File: config.mk
export PLATFORM = sky130hd
export DESIGN_NAME = ccd_readout_timing
export DESIGN_NICKNAME = d
export VERILOG_FILES = /design/src/ccd_timing_pkg.sv /design/src/ccd_readout_timing.sv
export VERILOG_INCLUDE_DIRS = /design/src
export SDC_FILE = /design/constraint.sdc
export NUM_CORES = 1
export LEC_CHECK = 0
export ABC_CLOCK_PERIOD_IN_PS = 3420
export BUFFER_PORTS_ARGS = -buffer_cell sky130_fd_sc_hd__buf_2
export CORE_ASPECT_RATIO = 1.75
export CORE_UTILIZATION = 25
export DETAILED_ROUTE_END_ITERATION = 8
export HOLD_SLACK_MARGIN = 0.03
export PLACE_DENSITY = 0.4
export SLEW_MARGIN = 10
export SYNTH_ARGS = -nofsm -noshare
export SYNTH_HDL_FRONTEND = slang
export SYNTH_SLANG_ARGS = --single-unit
File: constraint.sdc
create_clock -name core_clk -period 3.42 [get_ports core_clk]
set_clock_uncertainty 0.1 [all_clocks]
set_input_delay 0.171 -clock core_clk [delete_from_list [all_inputs] [get_ports core_clk]]
set_output_delay 0.171 -clock core_clk [all_outputs]
set_load 0.01 [all_outputs]
File: src/ccd_timing_map.svh
`ifndef CCD_TIMING_MAP_SVH
`define CCD_TIMING_MAP_SVH

`define CLK_HZ            20000000
`define LINES_SHORT       2740
`define LINES_LONG        5480
`define PIXELS_SHORT      4092
`define PIXELS_LONG       8172
`define HCLK_DIV          2
`define VPHASE_TICKS      4
`define DUMP_TICKS        8
`define SHUTTER_TICKS     20
`define LINE_PAD_TICKS    4

`endif

File: src/ccd_timing_pkg.sv
package ccd_timing_pkg;

	typedef enum logic [1:0]
	{
		MODE_QUAD,
		MODE_DUAL_AB,
		MODE_DUAL_AC,
		MODE_SINGLE
	} readout_mode_type;

	typedef enum logic [2:0]
	{
		ST_IDLE,
		ST_SHUTTER,
		ST_INTEGRATE,
		ST_XFER,
		ST_VSHIFT,
		ST_DUMP,
		ST_HSHIFT,
		ST_DONE
	} seq_state_type;

endpackage

File: src/ccd_readout_timing.sv
// Contract
// - clock at least 2740/5480 lines per frame
// - vertical rising edges lead falling edges
// - phase one drops after phase four rises
// - clock at least 4092/8172 pixels per line
// - shutter drain pulse is optional
// - line_dump_gate pulses discard lines optionally
// - dump burst then ordinary readout line
// - each pin follows its mode pattern
// - unused reset/horizontal gates held high
`include "ccd_timing_map.svh"

module ccd_readout_timing
	import ccd_timing_pkg::*;
#(
	parameter int LINES_SHORT  = `LINES_SHORT,
	parameter int LINES_LONG   = `LINES_LONG,
	parameter int PIXELS_SHORT = `PIXELS_SHORT,
	parameter int PIXELS_LONG  = `PIXELS_LONG,
	parameter int CNT_W        = 14,
	parameter int INTEG_W      = 24
)
(
	// clock and reset
	input  wire logic              core_clk,
	input  wire logic              sys_rst,
	// control
	input  wire logic              frame_start,
	input  wire readout_mode_type  mode_sel,
	input  wire logic              shutter_en,
	input  wire logic [INTEG_W-1:0] integ_ticks,
	input  wire logic [3:0]        dump_count,
	// vertical gates (pattern levels: phase one has a third, high level)
	output logic                   vertical_phase_one,
	output logic                   vertical_phase_one_high,
	output logic                   vertical_phase_two,
	output logic                   vertical_phase_three,
	output logic                   vertical_phase_four,
	// horizontal and reset gates, one per output a..d
	output logic [3:0]             horiz_gate_one,
	output logic [3:0]             last_horizontal_gate,
	output logic [3:0]             reset_gate,
	// shutter drain and dump
	output logic                   shutter_drain,
	output logic                   line_dump_gate,
	// status
	output logic                   busy,
	output logic                   frame_done
);

	seq_state_type      state_r;
	logic [CNT_W-1:0]   line_r;
	logic [CNT_W-1:0]   pix_r;
	logic [INTEG_W-1:0] tick_r;
	logic [1:0]         vstep_r;
	logic [3:0]         dump_r;
	logic               hphase_r;
	logic               hclk_en;
	logic [CNT_W-1:0]   line_last;
	logic [CNT_W-1:0]   pix_last;
	logic [3:0]         out_used;
	logic               frame_req;

	// terminal counts from the readout mode
	always_comb
	begin
		line_last = CNT_W'(LINES_SHORT - 1);
		pix_last  = CNT_W'(PIXELS_SHORT - 1);
		out_used  = 4'hf;
		unique case (mode_sel)
			MODE_QUAD:
			begin
				out_used = 4'hf;
			end
			MODE_DUAL_AB:
			begin
				line_last = CNT_W'(LINES_LONG - 1);
				out_used  = 4'h3;
			end
			MODE_DUAL_AC:
			begin
				out_used = 4'h5;
			end
			MODE_SINGLE:
			begin
				line_last = CNT_W'(LINES_LONG - 1);
				pix_last  = CNT_W'(PIXELS_LONG - 1);
				out_used  = 4'h1;
			end
		endcase
	end

	assign frame_req = frame_start && (state_r == ST_IDLE);

	// pixel clock enable divider
	always_ff @(posedge core_clk or posedge sys_rst)
	begin
		if (sys_rst)
			hphase_r <= 1'b0;
		else
			hphase_r <= ~hphase_r;
	end
	assign hclk_en = hphase_r;

	// sequencer
	always_ff @(posedge core_clk or posedge sys_rst)
	begin
		if (sys_rst)
		begin
			state_r <= ST_IDLE;
			line_r  <= '0;
			pix_r   <= '0;
			tick_r  <= '0;
			vstep_r <= '0;
			dump_r  <= '0;
		end
		else
		begin
			unique case (state_r)
				ST_IDLE:
				begin
					tick_r <= '0;
					line_r <= '0;
					if (frame_req)
						state_r <= shutter_en ? ST_SHUTTER : ST_XFER;
				end
				ST_SHUTTER:
				begin
					tick_r <= tick_r + 1'b1;
					if (tick_r == INTEG_W'(`SHUTTER_TICKS - 1))
					begin
						tick_r  <= '0;
						state_r <= ST_INTEGRATE;
					end
				end
				ST_INTEGRATE:
				begin
					// integration spans drain fall to phase one fall
					tick_r <= tick_r + 1'b1;
					if (tick_r >= integ_ticks)
					begin
						tick_r  <= '0;
						state_r <= ST_XFER;
					end
				end
				ST_XFER:
				begin
					tick_r <= tick_r + 1'b1;
					if (tick_r == INTEG_W'(3 * `VPHASE_TICKS - 1))
					begin
						tick_r  <= '0;
						vstep_r <= '0;
						dump_r  <= dump_count;
						state_r <= ST_VSHIFT;
					end
				end
				ST_VSHIFT:
				begin
					tick_r <= tick_r + 1'b1;
					if (tick_r == INTEG_W'(`VPHASE_TICKS - 1))
					begin
						tick_r  <= '0;
						vstep_r <= vstep_r + 1'b1;
						if (vstep_r == 2'd3)
						begin
							pix_r <= '0;
							if (dump_r != 4'h0)
								state_r <= ST_DUMP;
							else
								state_r <= ST_HSHIFT;
						end
					end
				end
				ST_DUMP:
				begin
					tick_r <= tick_r + 1'b1;
					if (tick_r == INTEG_W'(`DUMP_TICKS - 1))
					begin
						tick_r  <= '0;
						dump_r  <= dump_r - 1'b1;
						line_r  <= line_r + 1'b1;
						state_r <= (line_r == line_last) ? ST_DONE : ST_VSHIFT;
					end
				end
				ST_HSHIFT:
				begin
					if (hclk_en)
					begin
						pix_r <= pix_r + 1'b1;
						if (pix_r == pix_last + CNT_W'(`LINE_PAD_TICKS))
						begin
							line_r  <= line_r + 1'b1;
							dump_r  <= dump_count;
							state_r <= (line_r == line_last) ? ST_DONE : ST_VSHIFT;
						end
					end
				end
				ST_DONE:
				begin
					state_r <= ST_IDLE;
				end
			endcase
		end
	end

	// vertical phases: rise before fall in every step
	always_ff @(posedge core_clk or posedge sys_rst)
	begin
		if (sys_rst)
		begin
			vertical_phase_one      <= 1'b0;
			vertical_phase_one_high <= 1'b0;
			vertical_phase_two      <= 1'b0;
			vertical_phase_three    <= 1'b0;
			vertical_phase_four     <= 1'b0;
		end
		else if (state_r == ST_XFER)
		begin
			// phase one to high level, then four rises before one drops to mid
			vertical_phase_one      <= 1'b1;
			vertical_phase_one_high <= tick_r < INTEG_W'(2 * `VPHASE_TICKS);
			vertical_phase_four     <= tick_r >= INTEG_W'(2 * `VPHASE_TICKS - 1);
			vertical_phase_two      <= 1'b0;
			vertical_phase_three    <= 1'b0;
		end
		else if (state_r == ST_VSHIFT)
		begin
			// four-phase walk; next phase rises one tick ahead of the fall
			vertical_phase_one_high <= 1'b0;
			vertical_phase_one   <= (vstep_r == 2'd0) ||
				(vstep_r == 2'd3 && tick_r == INTEG_W'(`VPHASE_TICKS - 1));
			vertical_phase_two   <= (vstep_r == 2'd1) ||
				(vstep_r == 2'd0 && tick_r == INTEG_W'(`VPHASE_TICKS - 1));
			vertical_phase_three <= (vstep_r == 2'd2) ||
				(vstep_r == 2'd1 && tick_r == INTEG_W'(`VPHASE_TICKS - 1));
			vertical_phase_four  <= (vstep_r == 2'd3) ||
				(vstep_r == 2'd2 && tick_r == INTEG_W'(`VPHASE_TICKS - 1));
		end
		else
		begin
			vertical_phase_one_high <= 1'b0;
			vertical_phase_two      <= 1'b0;
			vertical_phase_three    <= 1'b0;
			vertical_phase_four     <= 1'b0;
			// phase one parks at mid level between lines
			vertical_phase_one <= (state_r == ST_DUMP) || (state_r == ST_HSHIFT);
		end
	end

	// horizontal, reset and dump gates
	always_ff @(posedge core_clk or posedge sys_rst)
	begin
		if (sys_rst)
		begin
			horiz_gate_one       <= 4'hf;
			last_horizontal_gate <= 4'hf;
			reset_gate           <= 4'hf;
			line_dump_gate       <= 1'b0;
			shutter_drain        <= 1'b0;
		end
		else
		begin
			if (state_r == ST_HSHIFT)
			begin
				// unused outputs park high
				horiz_gate_one       <= ~out_used | {4{hphase_r}};
				last_horizontal_gate <= ~out_used | {4{~hphase_r}};
				reset_gate           <= ~out_used | {4{~hphase_r}};
			end
			else
			begin
				horiz_gate_one       <= 4'hf;
				last_horizontal_gate <= 4'hf;
				reset_gate           <= 4'hf;
			end
			line_dump_gate <= (state_r == ST_DUMP);
			shutter_drain  <= (state_r == ST_SHUTTER);
		end
	end

	// status
	always_ff @(posedge core_clk or posedge sys_rst)
	begin
		if (sys_rst)
		begin
			busy       <= 1'b0;
			frame_done <= 1'b0;
		end
		else
		begin
			busy       <= (state_r != ST_IDLE) || frame_req;
			frame_done <= (state_r == ST_DONE);
		end
	end

endmodule

# --- After elaboration in Yosys (flattened, before gate mapping) ---
# Cells that the tools add are included.
op_classes:
  addsub: 6
  magnitude_cmp: 3
  n_eq_ne: 28
  n_mux: 49
  n_bitwise: 4
  reduce_logical: 27
op_table:
  columns: ["operator", "count"]
  rows:
  - ["24-bit one-hot mux with 6 select lines", 1]
  - ["24-bit 2-to-1 mux", 5]
  - ["14-bit 2-to-1 mux", 6]
  - ["14-bit one-hot mux with 3 select lines", 1]
  - ["14-bit by 1-bit adder with 14-bit output (second input constant)", 2]
  - ["14-bit == test", 2]
  - ["14-bit one-hot mux with 2 select lines", 1]
  - ["3-bit 2-to-1 mux", 9]
  - ["13-bit 2-to-1 mux", 2]
  - ["24-bit by 1-bit adder with 24-bit output (second input constant)", 1]
  - ["24-bit by 2-bit == test with 1-bit output (second input constant)", 1]
  - ["24-bit by 3-bit == test with 1-bit output (second input constant)", 1]
  - ["24-bit by 4-bit == test with 1-bit output (second input constant)", 1]
  - ["24-bit by 5-bit == test with 1-bit output (second input constant)", 1]
  - ["24-bit greater-or-equal comparator", 1]
  - ["24-bit by 3-bit greater-or-equal comparator with 1-bit output (second input constant)", 1]
  - ["24-bit by 4-bit < comparator with 1-bit output (second input constant)", 1]
  - ["4-bit 2-to-1 mux", 6]
  - ["3-bit one-hot mux with 8 select lines", 1]
  - ["2-bit inequality test (second input constant)", 9]
  - ["4-bit one-hot mux with 4 select lines", 1]
  - ["14-bit by 3-bit adder with 14-bit output (second input constant)", 1]
  - ["3-bit == test (second input constant)", 4]
  - ["4-bit one-hot mux with 3 select lines", 1]
  - ["other kinds (25)", 57]
word_totals:
  register_bits: 79
  inputBits: 34
  output_inout_bits: 21
  elab_cells: 135

# --- Depth between registers and ports, before layout ---
# Gate-level depths: netlist of the first run.
logic_depth:
  depth_word: 8
  mapped_depth: 10
  ltp_nobuf: 9

# --- Worst setup path before layout of the first run ---
# No wires, ideal clock.
synth_timing:
  path_type: "register to register"
  from: "reg tick_r[15]"
  to: "reg state_r[1]"
  setup_time_ps: 125
  arrival_time_ps: 2754
  setup_slack_ps: 441
  path_stages_with_launch: 9
  path_buffers: 0
  cell_sequence: "dfrtp_1 ha_1 nand4_1 or2_2 or4_1 a311oi_1 o21ai_0 nor4b_2 mux2_2"
synth_via:
  elab_chain_len: 3
synth_rtl:
  columns: ["element", "line_no", "text"]
  rows:
  - ["start, declared", "ccd_readout_timing.sv:54", "logic [INTEG_W-1:0] tick_r;"]
  - ["start signal, assigned", "ccd_readout_timing.sv:129", "tick_r <= tick_r + 1'b1;"]
  - ["start signal, assigned", "ccd_readout_timing.sv:139", "tick_r <= tick_r + 1'b1;"]
  - ["start signal, assigned", "ccd_readout_timing.sv:148", "tick_r <= tick_r + 1'b1;"]
  - ["24-bit greater-or-equal comparator, or another cell as far along", "ccd_readout_timing.sv:140", "if (tick_r >= integ_ticks)"]
  - ["2-bit inequality test (no source line)", null, null]
  - ["9-bit AND reduction (no source line) *", null, null]
  - ["end signal, assigned", "ccd_readout_timing.sv:125", "state_r <= shutter_en ? ST_SHUTTER : ST_XFER;"]
  - ["end signal, assigned", "ccd_readout_timing.sv:182", "state_r <= (line_r == line_last) ? ST_DONE : ST_VSHIFT;"]
  - ["end signal, assigned", "ccd_readout_timing.sv:194", "state_r <= (line_r == line_last) ? ST_DONE : ST_VSHIFT;"]
  - ["end, declared", "ccd_readout_timing.sv:51", "seq_state_type state_r;"]
# Every way passes the cells marked *; elsewhere a longest branch is shown, timed or not.
# A chain may end at the register's enable or synchronous reset.

# --- Worst setup path in the final report of the first run ---
# Same ends and word-level chain as after synthesis.

==> metrics.yaml, run 1 <==
pwr:
  power_frac_seq_pct: 47.6
  p_comb_share_pct: 4.3
  p_sw_share_pct: 25.15
  p_switching_uw: 493.8
  peakVddDrop_mv: 0.3009
  p_int_mw: 1.469
  power_density_nw_per_um2: 329.0
  clockPowerShare_pct: 48.1
  p_leak_nw: 2.625
hold_path:
  min_from: "dump_count[0]"
  holdPathEnd: "dump_r[0]$_DFFE_PP0P_"
  hold-path-cell-count: 3
  holdCritPathClass: "in2reg"
synthesis:
  synth_area_leaders: "dfrtp_1, ha_1, nor2_1"
  ys_ff_latch: 79
  async_reset_ff_share_pct: 100.0
  yosys_warnings: 0
  avgSynthCellArea_um2: 8.599
  synth_edf_count: 0
  yosys-top-cells-count: "dfrtp_1, nor2_1, nand2_1, inv_1, o21ai_0"
  synth_flop_cell: "dfrtp_1"
  synth_nets: 639
  synth_top_area_cell: "dfrtp_1"
  syn_inst: 573
  synth_seq_area_share_pct: 40.33
  synth.distinct_cells: 61
  syn_area_um2: 4927
  yosys.cell_count.top_type: "dfrtp_1"
  synth_top_area_share_pct: 36.06
floorplanning:
  io_pins: 55
  die_w_um: 108.1
  coreArea_um2: 19200
  start_util_pct: 25.67
  rows: 67
  dieArea_um2: 20300
  die_h_um: 187.7
critical_path:
  critPathSlowestCell: "or4_1"
  worstSetupStartpointType: "register"
  path_delay_family: "simple AND/OR/NAND/NOR gates"
  setup.worst_path.end_class: "register"
  required_ns: 3.56
  cp_data_arrival_time_ns: 3.30
  rrSetupSlack_ns: 0.26
  worst_r2r_startpoint: "tick_r[15]$_DFFE_PP0P_"
  max_stage_delay_ns: 0.54
  r2r-end: "state_r[1]$_DFFE_PP0P_"
  path_buf_inv: 0
  crit_type: "reg2reg"
  path_cells: "ha_1 > nand4_1 > or2_2 > or4_1 > a311oi_2 > o21ai_0 > nor4b_2 > mux2_2"
  critPathMaxFanout: 6
  r2r.worst_path.cells: 8
timing:
  finalSetupTns_ns: 0
  slew_headroom_pct: 24.66
  post-route-min-period_ns: 3.164
  rsz0062_at_grt: "no"
  tightest_slew_ns: 1.130
  drv_slew: 0
  max_freq_mhz: 316.0
  finalCritPeriodShare_pct: 92.52
  setup_slack_ns: 0.2557
  hold_viol_final: 0
  setup_violations: 0
global_route:
  grt_max_degree: 49
  grt_pass1_wl_um: 23980
  antenna_found_initial: 0
  grt_pass1_vias: 4581
  overflow: 0
  grt_use_total_pct: 15.50
drt:
  vias: 4441
  dr.pass1.iters: 4
  viasPerCell: 4.934
  drc: 0
  drt_iter0_drc: 216
  wirelength_um: 14620
  ant_nets: 0
  avgRoutedWirePerCell_um: 16.25
clocking:
  cts_tree: "yes"
  htreeDepth: 3
  cts_setup_buffers: 0
  root_buffer: "clkbuf_16"
  clk_pin_slew_ns: 0.07
  cts.sinks: 79
  numCtsBuffers: 9
  clk_latency_ns: 0.36
  cts_buffer_depth: 2
finish:
  nNetsFinal: 720
  diodes: 0
  drive_above_1_share_pct: 18.36
  fillers: 2019
  area_growth_syn_to_layout_pct: 21.10
place:
  portBuffers: 54
  dp_hpwl_um: 11110
  place_congestion: 0.7553
  dpl_worst_slack_ns: 0.1530
outcome:
  status: "finished clean"
job:
  cap_violations: 0
==> logic make-up (layout without fill, tap and decap cells) <==
logic type	after synthesis	in the layout	synth area share, %
flops	79	79	40.32
fa+ha+maj	32	32	8.126
buf+inv	59	145	5.129
mux	3	3	0.6348
simple gates	250	250	25.60
compound gates	132	132	16.99
xor+xnor	18	18	3.200
==> power by group through the flow <==
stage / logic [mW] / registers [mW] / clock network [mW]
final: 0.0854 / 0.934 / 0.943
after global placement: 0.0816 / 0.952 / 0
after CTS: 0.0889 / 0.934 / 0.974
after floorplan: 0.0417 / 0.952 / 0
after detailed placement: 0.0844 / 0.952 / 0
after global routing: 0.0999 / 0.934 / 1.02
==> registers in the layout, indices dropped and copies added, names as in the netlist <==
register                 flops
busy                         1
dump_r                       4
frame_done                   1
hclk_en                      1
horiz_gate_one               4
line_dump_gate               1
line_r                      14
pix_r                       14
reset_gate                   4
shutter_drain                1
state_r                      3
tick_r                      24
vertical_phase_four          1
vertical_phase_one           1
vertical_phase_one_high      1
vertical_phase_three         1
vertical_phase_two           1
vstep_r                      2
==> stage by stage <==
step	instance area (um^2)	total power [mW]	cells	util (%)	hold WS, ns
6_report	5967	1.963	900	31.08	0.06496
5_1_grt	5967	2.054	900	31.08	0.08877
4_1_cts	5961	1.997	900	31.05	0.06015
3_5_place_dp	5630	1.036	879	29.33	0.1888
3_3_place_gp	5630	1.033	879	29.33	0.1834
2_1_floorplan	4927	0.9936	573	-	0.1812
==> worst min-delay path: cells and delay by family <==
family | cells | cell delay, ns
AO/OA/AOI/OAI | 2 | 0.20
buffers and inverters | 1 | 0.09
==> how the worst max path moves through the flow <==
stage | from | to | slack, ns | depth (start not counted)
finish | tick_r[15]$_DFFE_PP0P_ | state_r[1]$_DFFE_PP0P_ | 0.26 | 8
global route | tick_r[13]$_DFFE_PP0P_ | state_r[1]$_DFFE_PP0P_ | 0.12 | 8
CTS | tick_r[15]$_DFFE_PP0P_ | state_r[1]$_DFFE_PP0P_ | 0.13 | 8
detailed placement | tick_r[15]$_DFFE_PP0P_ | state_r[1]$_DFFE_PP0P_ | 0.15 | 8
global placement | tick_r[15]$_DFFE_PP0P_ | state_r[1]$_DFFE_PP0P_ | 0.25 | 8
floorplan | tick_r[15]$_DFFE_PP0P_ | state_r[1]$_DFFE_PP0P_ | 0.44 | 8
==> per-layer routing <==
layer	GRT usage [%]	routed length, um	up-vias	share of wire, %
met1	17.06	5768	2119	39
met2	28.54	7977	89	55
met5	0	0	-	0
met4	5.954	395	0	2.7
met3	2.920	481	20	3.3
li1	-	-	2213	-
==> final cells by class <==
type / instances / area (um^2) / share of cell area, %
clock buffer: 9 / 225.2 / 3.774
clock inverter: 7 / 55.05 / 0.9226
inverter: 38 / 143.9 / 2.411
multi-input combinational: 435 / 2694 / 45.15
sequential: 79 / 1987 / 33.30
tap: 241 / 301.5 / 5.053
timing repair buffer: 91 / 560.5 / 9.394
==> placed cells by master, fill, tap and decap left out, types with 18 or more instances in the layout <==
cell,Yosys,final
dfrtp_1,71,71
nor2_1,64,64
nand2_1,62,62
buf_2,1,54
o21ai_0,37,37
inv_1,37,36
a21oi_1,36,36
ha_1,32,32
buf_4,4,32
nand3_1,31,31
nand4_1,18,18
==> timing repair <==
| action | CTS | global route |
|---|---|---|
| hold buffers | 5 | 0 |
| hold endpoints to repair | 78 | 0 |
| endpoints found under the setup margin | 0 | 1 |
| resized for setup | 0 | 1 |
Note: power is estimated with default switching activity, not from simulation.
==> run 2: changes to the inputs <==
--- a/config.mk
+++ b/config.mk
@@ -6,13 +6,14 @@
 export SDC_FILE = /design/constraint.sdc
 export NUM_CORES = 1
 export LEC_CHECK = 0
+export ABC_AREA = 1
 export ABC_CLOCK_PERIOD_IN_PS = 3420
 export BUFFER_PORTS_ARGS = -buffer_cell sky130_fd_sc_hd__buf_2
 export CORE_ASPECT_RATIO = 1.75
-export CORE_UTILIZATION = 25
+export CORE_UTILIZATION = 47
 export DETAILED_ROUTE_END_ITERATION = 8
 export HOLD_SLACK_MARGIN = 0.03
-export PLACE_DENSITY = 0.4
+export PLACE_DENSITY = 0.65
 export SLEW_MARGIN = 10
 export SYNTH_ARGS = -nofsm -noshare
 export SYNTH_HDL_FRONTEND = slang
==> run 2 against run 1 <==
Effect of this change: the run now ends with DRC left; wire length fell by 9.5%; clock-buffer cell count rose by 4; global-route usage rose by 8.2 points; clock power rose by 5.2%; die area fell by 41%; hold slack got worse by 0.0021 ns; maximum frequency rose by 24%; worst setup slack improved by 0.62 ns; critical endpoint is now tick_r[22]$_DFFE_PP0P_; largest cell class unchanged.
==> metrics.yaml, run 2 <==
critical_path:
  worst_r2r_startpoint: "tick_r[6]$_DFFE_PP0P_"
  crit_type: "reg2reg"
  critPathMaxFanout: 24
  cp_data_arrival_time_ns: 2.67
  crit_path_frequent_cell: "nand2_1"
  required_ns: 3.54
  worstSetupStartpointType: "register"
  path_delay_family: "simple AND/OR/NAND/NOR gates"
  path_buf_inv: 1
  path_cells: "ha_1 > nand2_1 > inv_1 > nand2_1 > nor2_1 > nor2_1 > nand2_1 > nand2_1 > nand2_1 > nand2_1 > nand2_1 > nand3_2 > nand2_1 > nand2_1"
  r2r.worst_path.cells: 14
  max_stage_delay_ns: 0.48
  setup.worst_path.end_class: "register"
  r2r-end: "tick_r[22]$_DFFE_PP0P_"
  rrSetupSlack_ns: 0.87
  critPathSlowestCell: "nand3_2"
drt:
  avgRoutedWirePerCell_um: 13.85
  dr.pass1.iters: 7
  vias: 5038
  drt_iter0_drc: 255
  drc: 1
  wirelength_um: 13230
  ant_nets: 0
  viasPerCell: 5.275
clocking:
  htreeDepth: 3
  cts_buffer_depth: 2
  cts.sinks: 79
  cts_setup_buffers: 0
  ctsResizeCount: 0
  numCtsBuffers: 9
  cts_tree: "yes"
  root_buffer: "clkbuf_16"
  cts_hold_buf: 4
  clk_latency_ns: 0.34
  clk_pin_slew_ns: 0.06
place:
  place_congestion: 0.9035
  dpl_worst_slack_ns: 0.8349
  dp_hpwl_um: 10080
  dp_cells: 935
  portBuffers: 54
floorplanning:
  dieArea_um2: 11890
  rows: 51
  io_pins: 55
  coreArea_um2: 11100
  die_h_um: 143.5
  die_w_um: 82.84
  start_util_pct: 48.41
hold_path:
  holdPathEnd: "dump_r[1]$_DFFE_PP0P_"
  holdCritPathClass: "in2reg"
  hold-path-cell-count: 3
  min_from: "dump_count[1]"
global_route:
  antenna_found_initial: 0
  grt_pass1_vias: 5060
  grt_max_degree: 45
  overflow: 0
  grt_pass1_wl_um: 22710
  grt_use_total_pct: 23.73
finish:
  largest_reg_flops: 24
  instances_no_fill: 955
  final_cell_mix: "nand2_1, inv_1, nor2_1"
  reg_top3: "tick_r x24, line_r x14, pix_r x14"
  fillers: 1089
  final_common_cell: "nand2_1"
  regMostFlops: "tick_r"
  area_growth_syn_to_layout_pct: 13.29
  diodes: 0
  drive_above_1_share_pct: 13.85
  nNetsFinal: 884
timing:
  slew_headroom_pct: 46.90
  rsz0062_at_grt: "no"
  setup_slack_ns: 0.8710
  drv_slew: 0
  tightest_slew_ns: 0.7956
  hold_viol_final: 0
  finalSetupTns_ns: 0
  setup_violations: 0
  max_freq_mhz: 392.3
  finalCritPeriodShare_pct: 74.53
  post-route-min-period_ns: 2.549
job:
  cap_violations: 0
synthesis:
  synth.distinct_cells: 39
  async_reset_ff_share_pct: 100.0
  yosys.cell_count.top_type: "nand2_1"
  synth_edf_count: 0
  synth_top_area_share_pct: 33.05
  synth_seq_area_share_pct: 36.96
  avgSynthCellArea_um2: 7.063
  synth_nets: 827
  ys_ff_latch: 79
  syn_inst: 761
  synth_area_leaders: "dfrtp_1, nand2_1, inv_1"
  synth_flop_cell: "dfrtp_1"
  synth_top_area_cell: "dfrtp_1"
  yosys_warnings: 0
  yosys-top-cells-count: "nand2_1, inv_1, nor2_1, dfrtp_1"
  syn_area_um2: 5375
pwr:
  power_density_nw_per_um2: 550.6
  p_leak_nw: 3.166
  peakVddDrop_mv: 0.4299
outcome:
  violations: "DRC"
  status: "complete, but fails checks"
run 2: cell count changes after synthesis, sizes merged, moves of 8 or more:
cell    previous run  this run
clkbuf            13         3
nor3              14        22
and3              13         0
nand2             62       222
nand3             31        43
o21ai             38        46
a31oi             12         0
nor2              64        91
inv               37       118
run 2: how the worst max path moves through the flow:
stage,from,end,depth (start not counted)
6_report,tick_r[6]$_DFFE_PP0P_,tick_r[22]$_DFFE_PP0P_,14
5_1_grt,tick_r[6]$_DFFE_PP0P_,tick_r[1]$_DFFE_PP0P_,14
4_1_cts,tick_r[3]$_DFFE_PP0P_,tick_r[22]$_DFFE_PP0P_,14
3_5_place_dp,tick_r[6]$_DFFE_PP0P_,tick_r[22]$_DFFE_PP0P_,14
3_3_place_gp,tick_r[6]$_DFFE_PP0P_,tick_r[21]$_DFFE_PP0P_,14
2_1_floorplan,sys_rst,busy$_DFF_PP0_,1
run 2: routing by layer:
metal	vias up	track usage, %	wire length [um]
met2	117	44.78	7245
met5	-	0	0
met1	2330	24.57	4988
met3	41	3.102	423
li1	2550	-	-
met4	0	14.97	571
run 2: final cells by class:
cell class / instances / area, um^2 / area share (%)
Clock buffer: 13 / 270.3 / 4.438
Inverter: 118 / 447.9 / 7.356
Timing Repair Buffer: 60 / 337.8 / 5.548
Tap cell: 132 / 165.2 / 2.712
Sequential cell: 79 / 1987 / 32.63
Multi-Input combinational cell: 550 / 2841 / 46.66
Clock inverter: 3 / 40.04 / 0.6575
run 2: logic make-up after synthesis:
| family | Yosys count | share of synthesized area, % |
|---|---|---|
| DFF | 79 | 36.96 |
| buffers and inverters | 132 | 10.17 |
| xor gates and xnor gates | 14 | 2.281 |
| and+or+nand+nor | 407 | 33.12 |
| muxes | 1 | 0.1862 |
| adders and majority gates | 32 | 7.449 |
| AOI/OAI and AO/OA | 96 | 9.823 |
run 2: per-stage QoR:
stage	area, um^2	hold slack [ns]	power [mW]	utilization, %
final	6090	0.06290	3.353	54.85
after CTS	6090	0.06481	3.381	54.85
after global placement	5739	0.2591	2.354	51.69
after detailed placement	5739	0.2683	2.372	51.69
after floorplan	5375	0.1748	2.070	-
after global routing	6090	0.08710	3.575	54.85
run 2: power by group:
part / internal (mW) / total (mW) / switching (mW)
Combinational: 0.350 / 1.20 / 0.852
Sequential: 1.05 / 1.16 / 0.111
Clock: 0.623 / 0.992 / 0.369
Total: 2.02 / 3.35 / 1.33
run 2: tightest hold or removal path, delay by kind of cell:
kind | cells | cell delay (ns)
buf+inv | 1 | 0.08
compound gates | 2 | 0.20
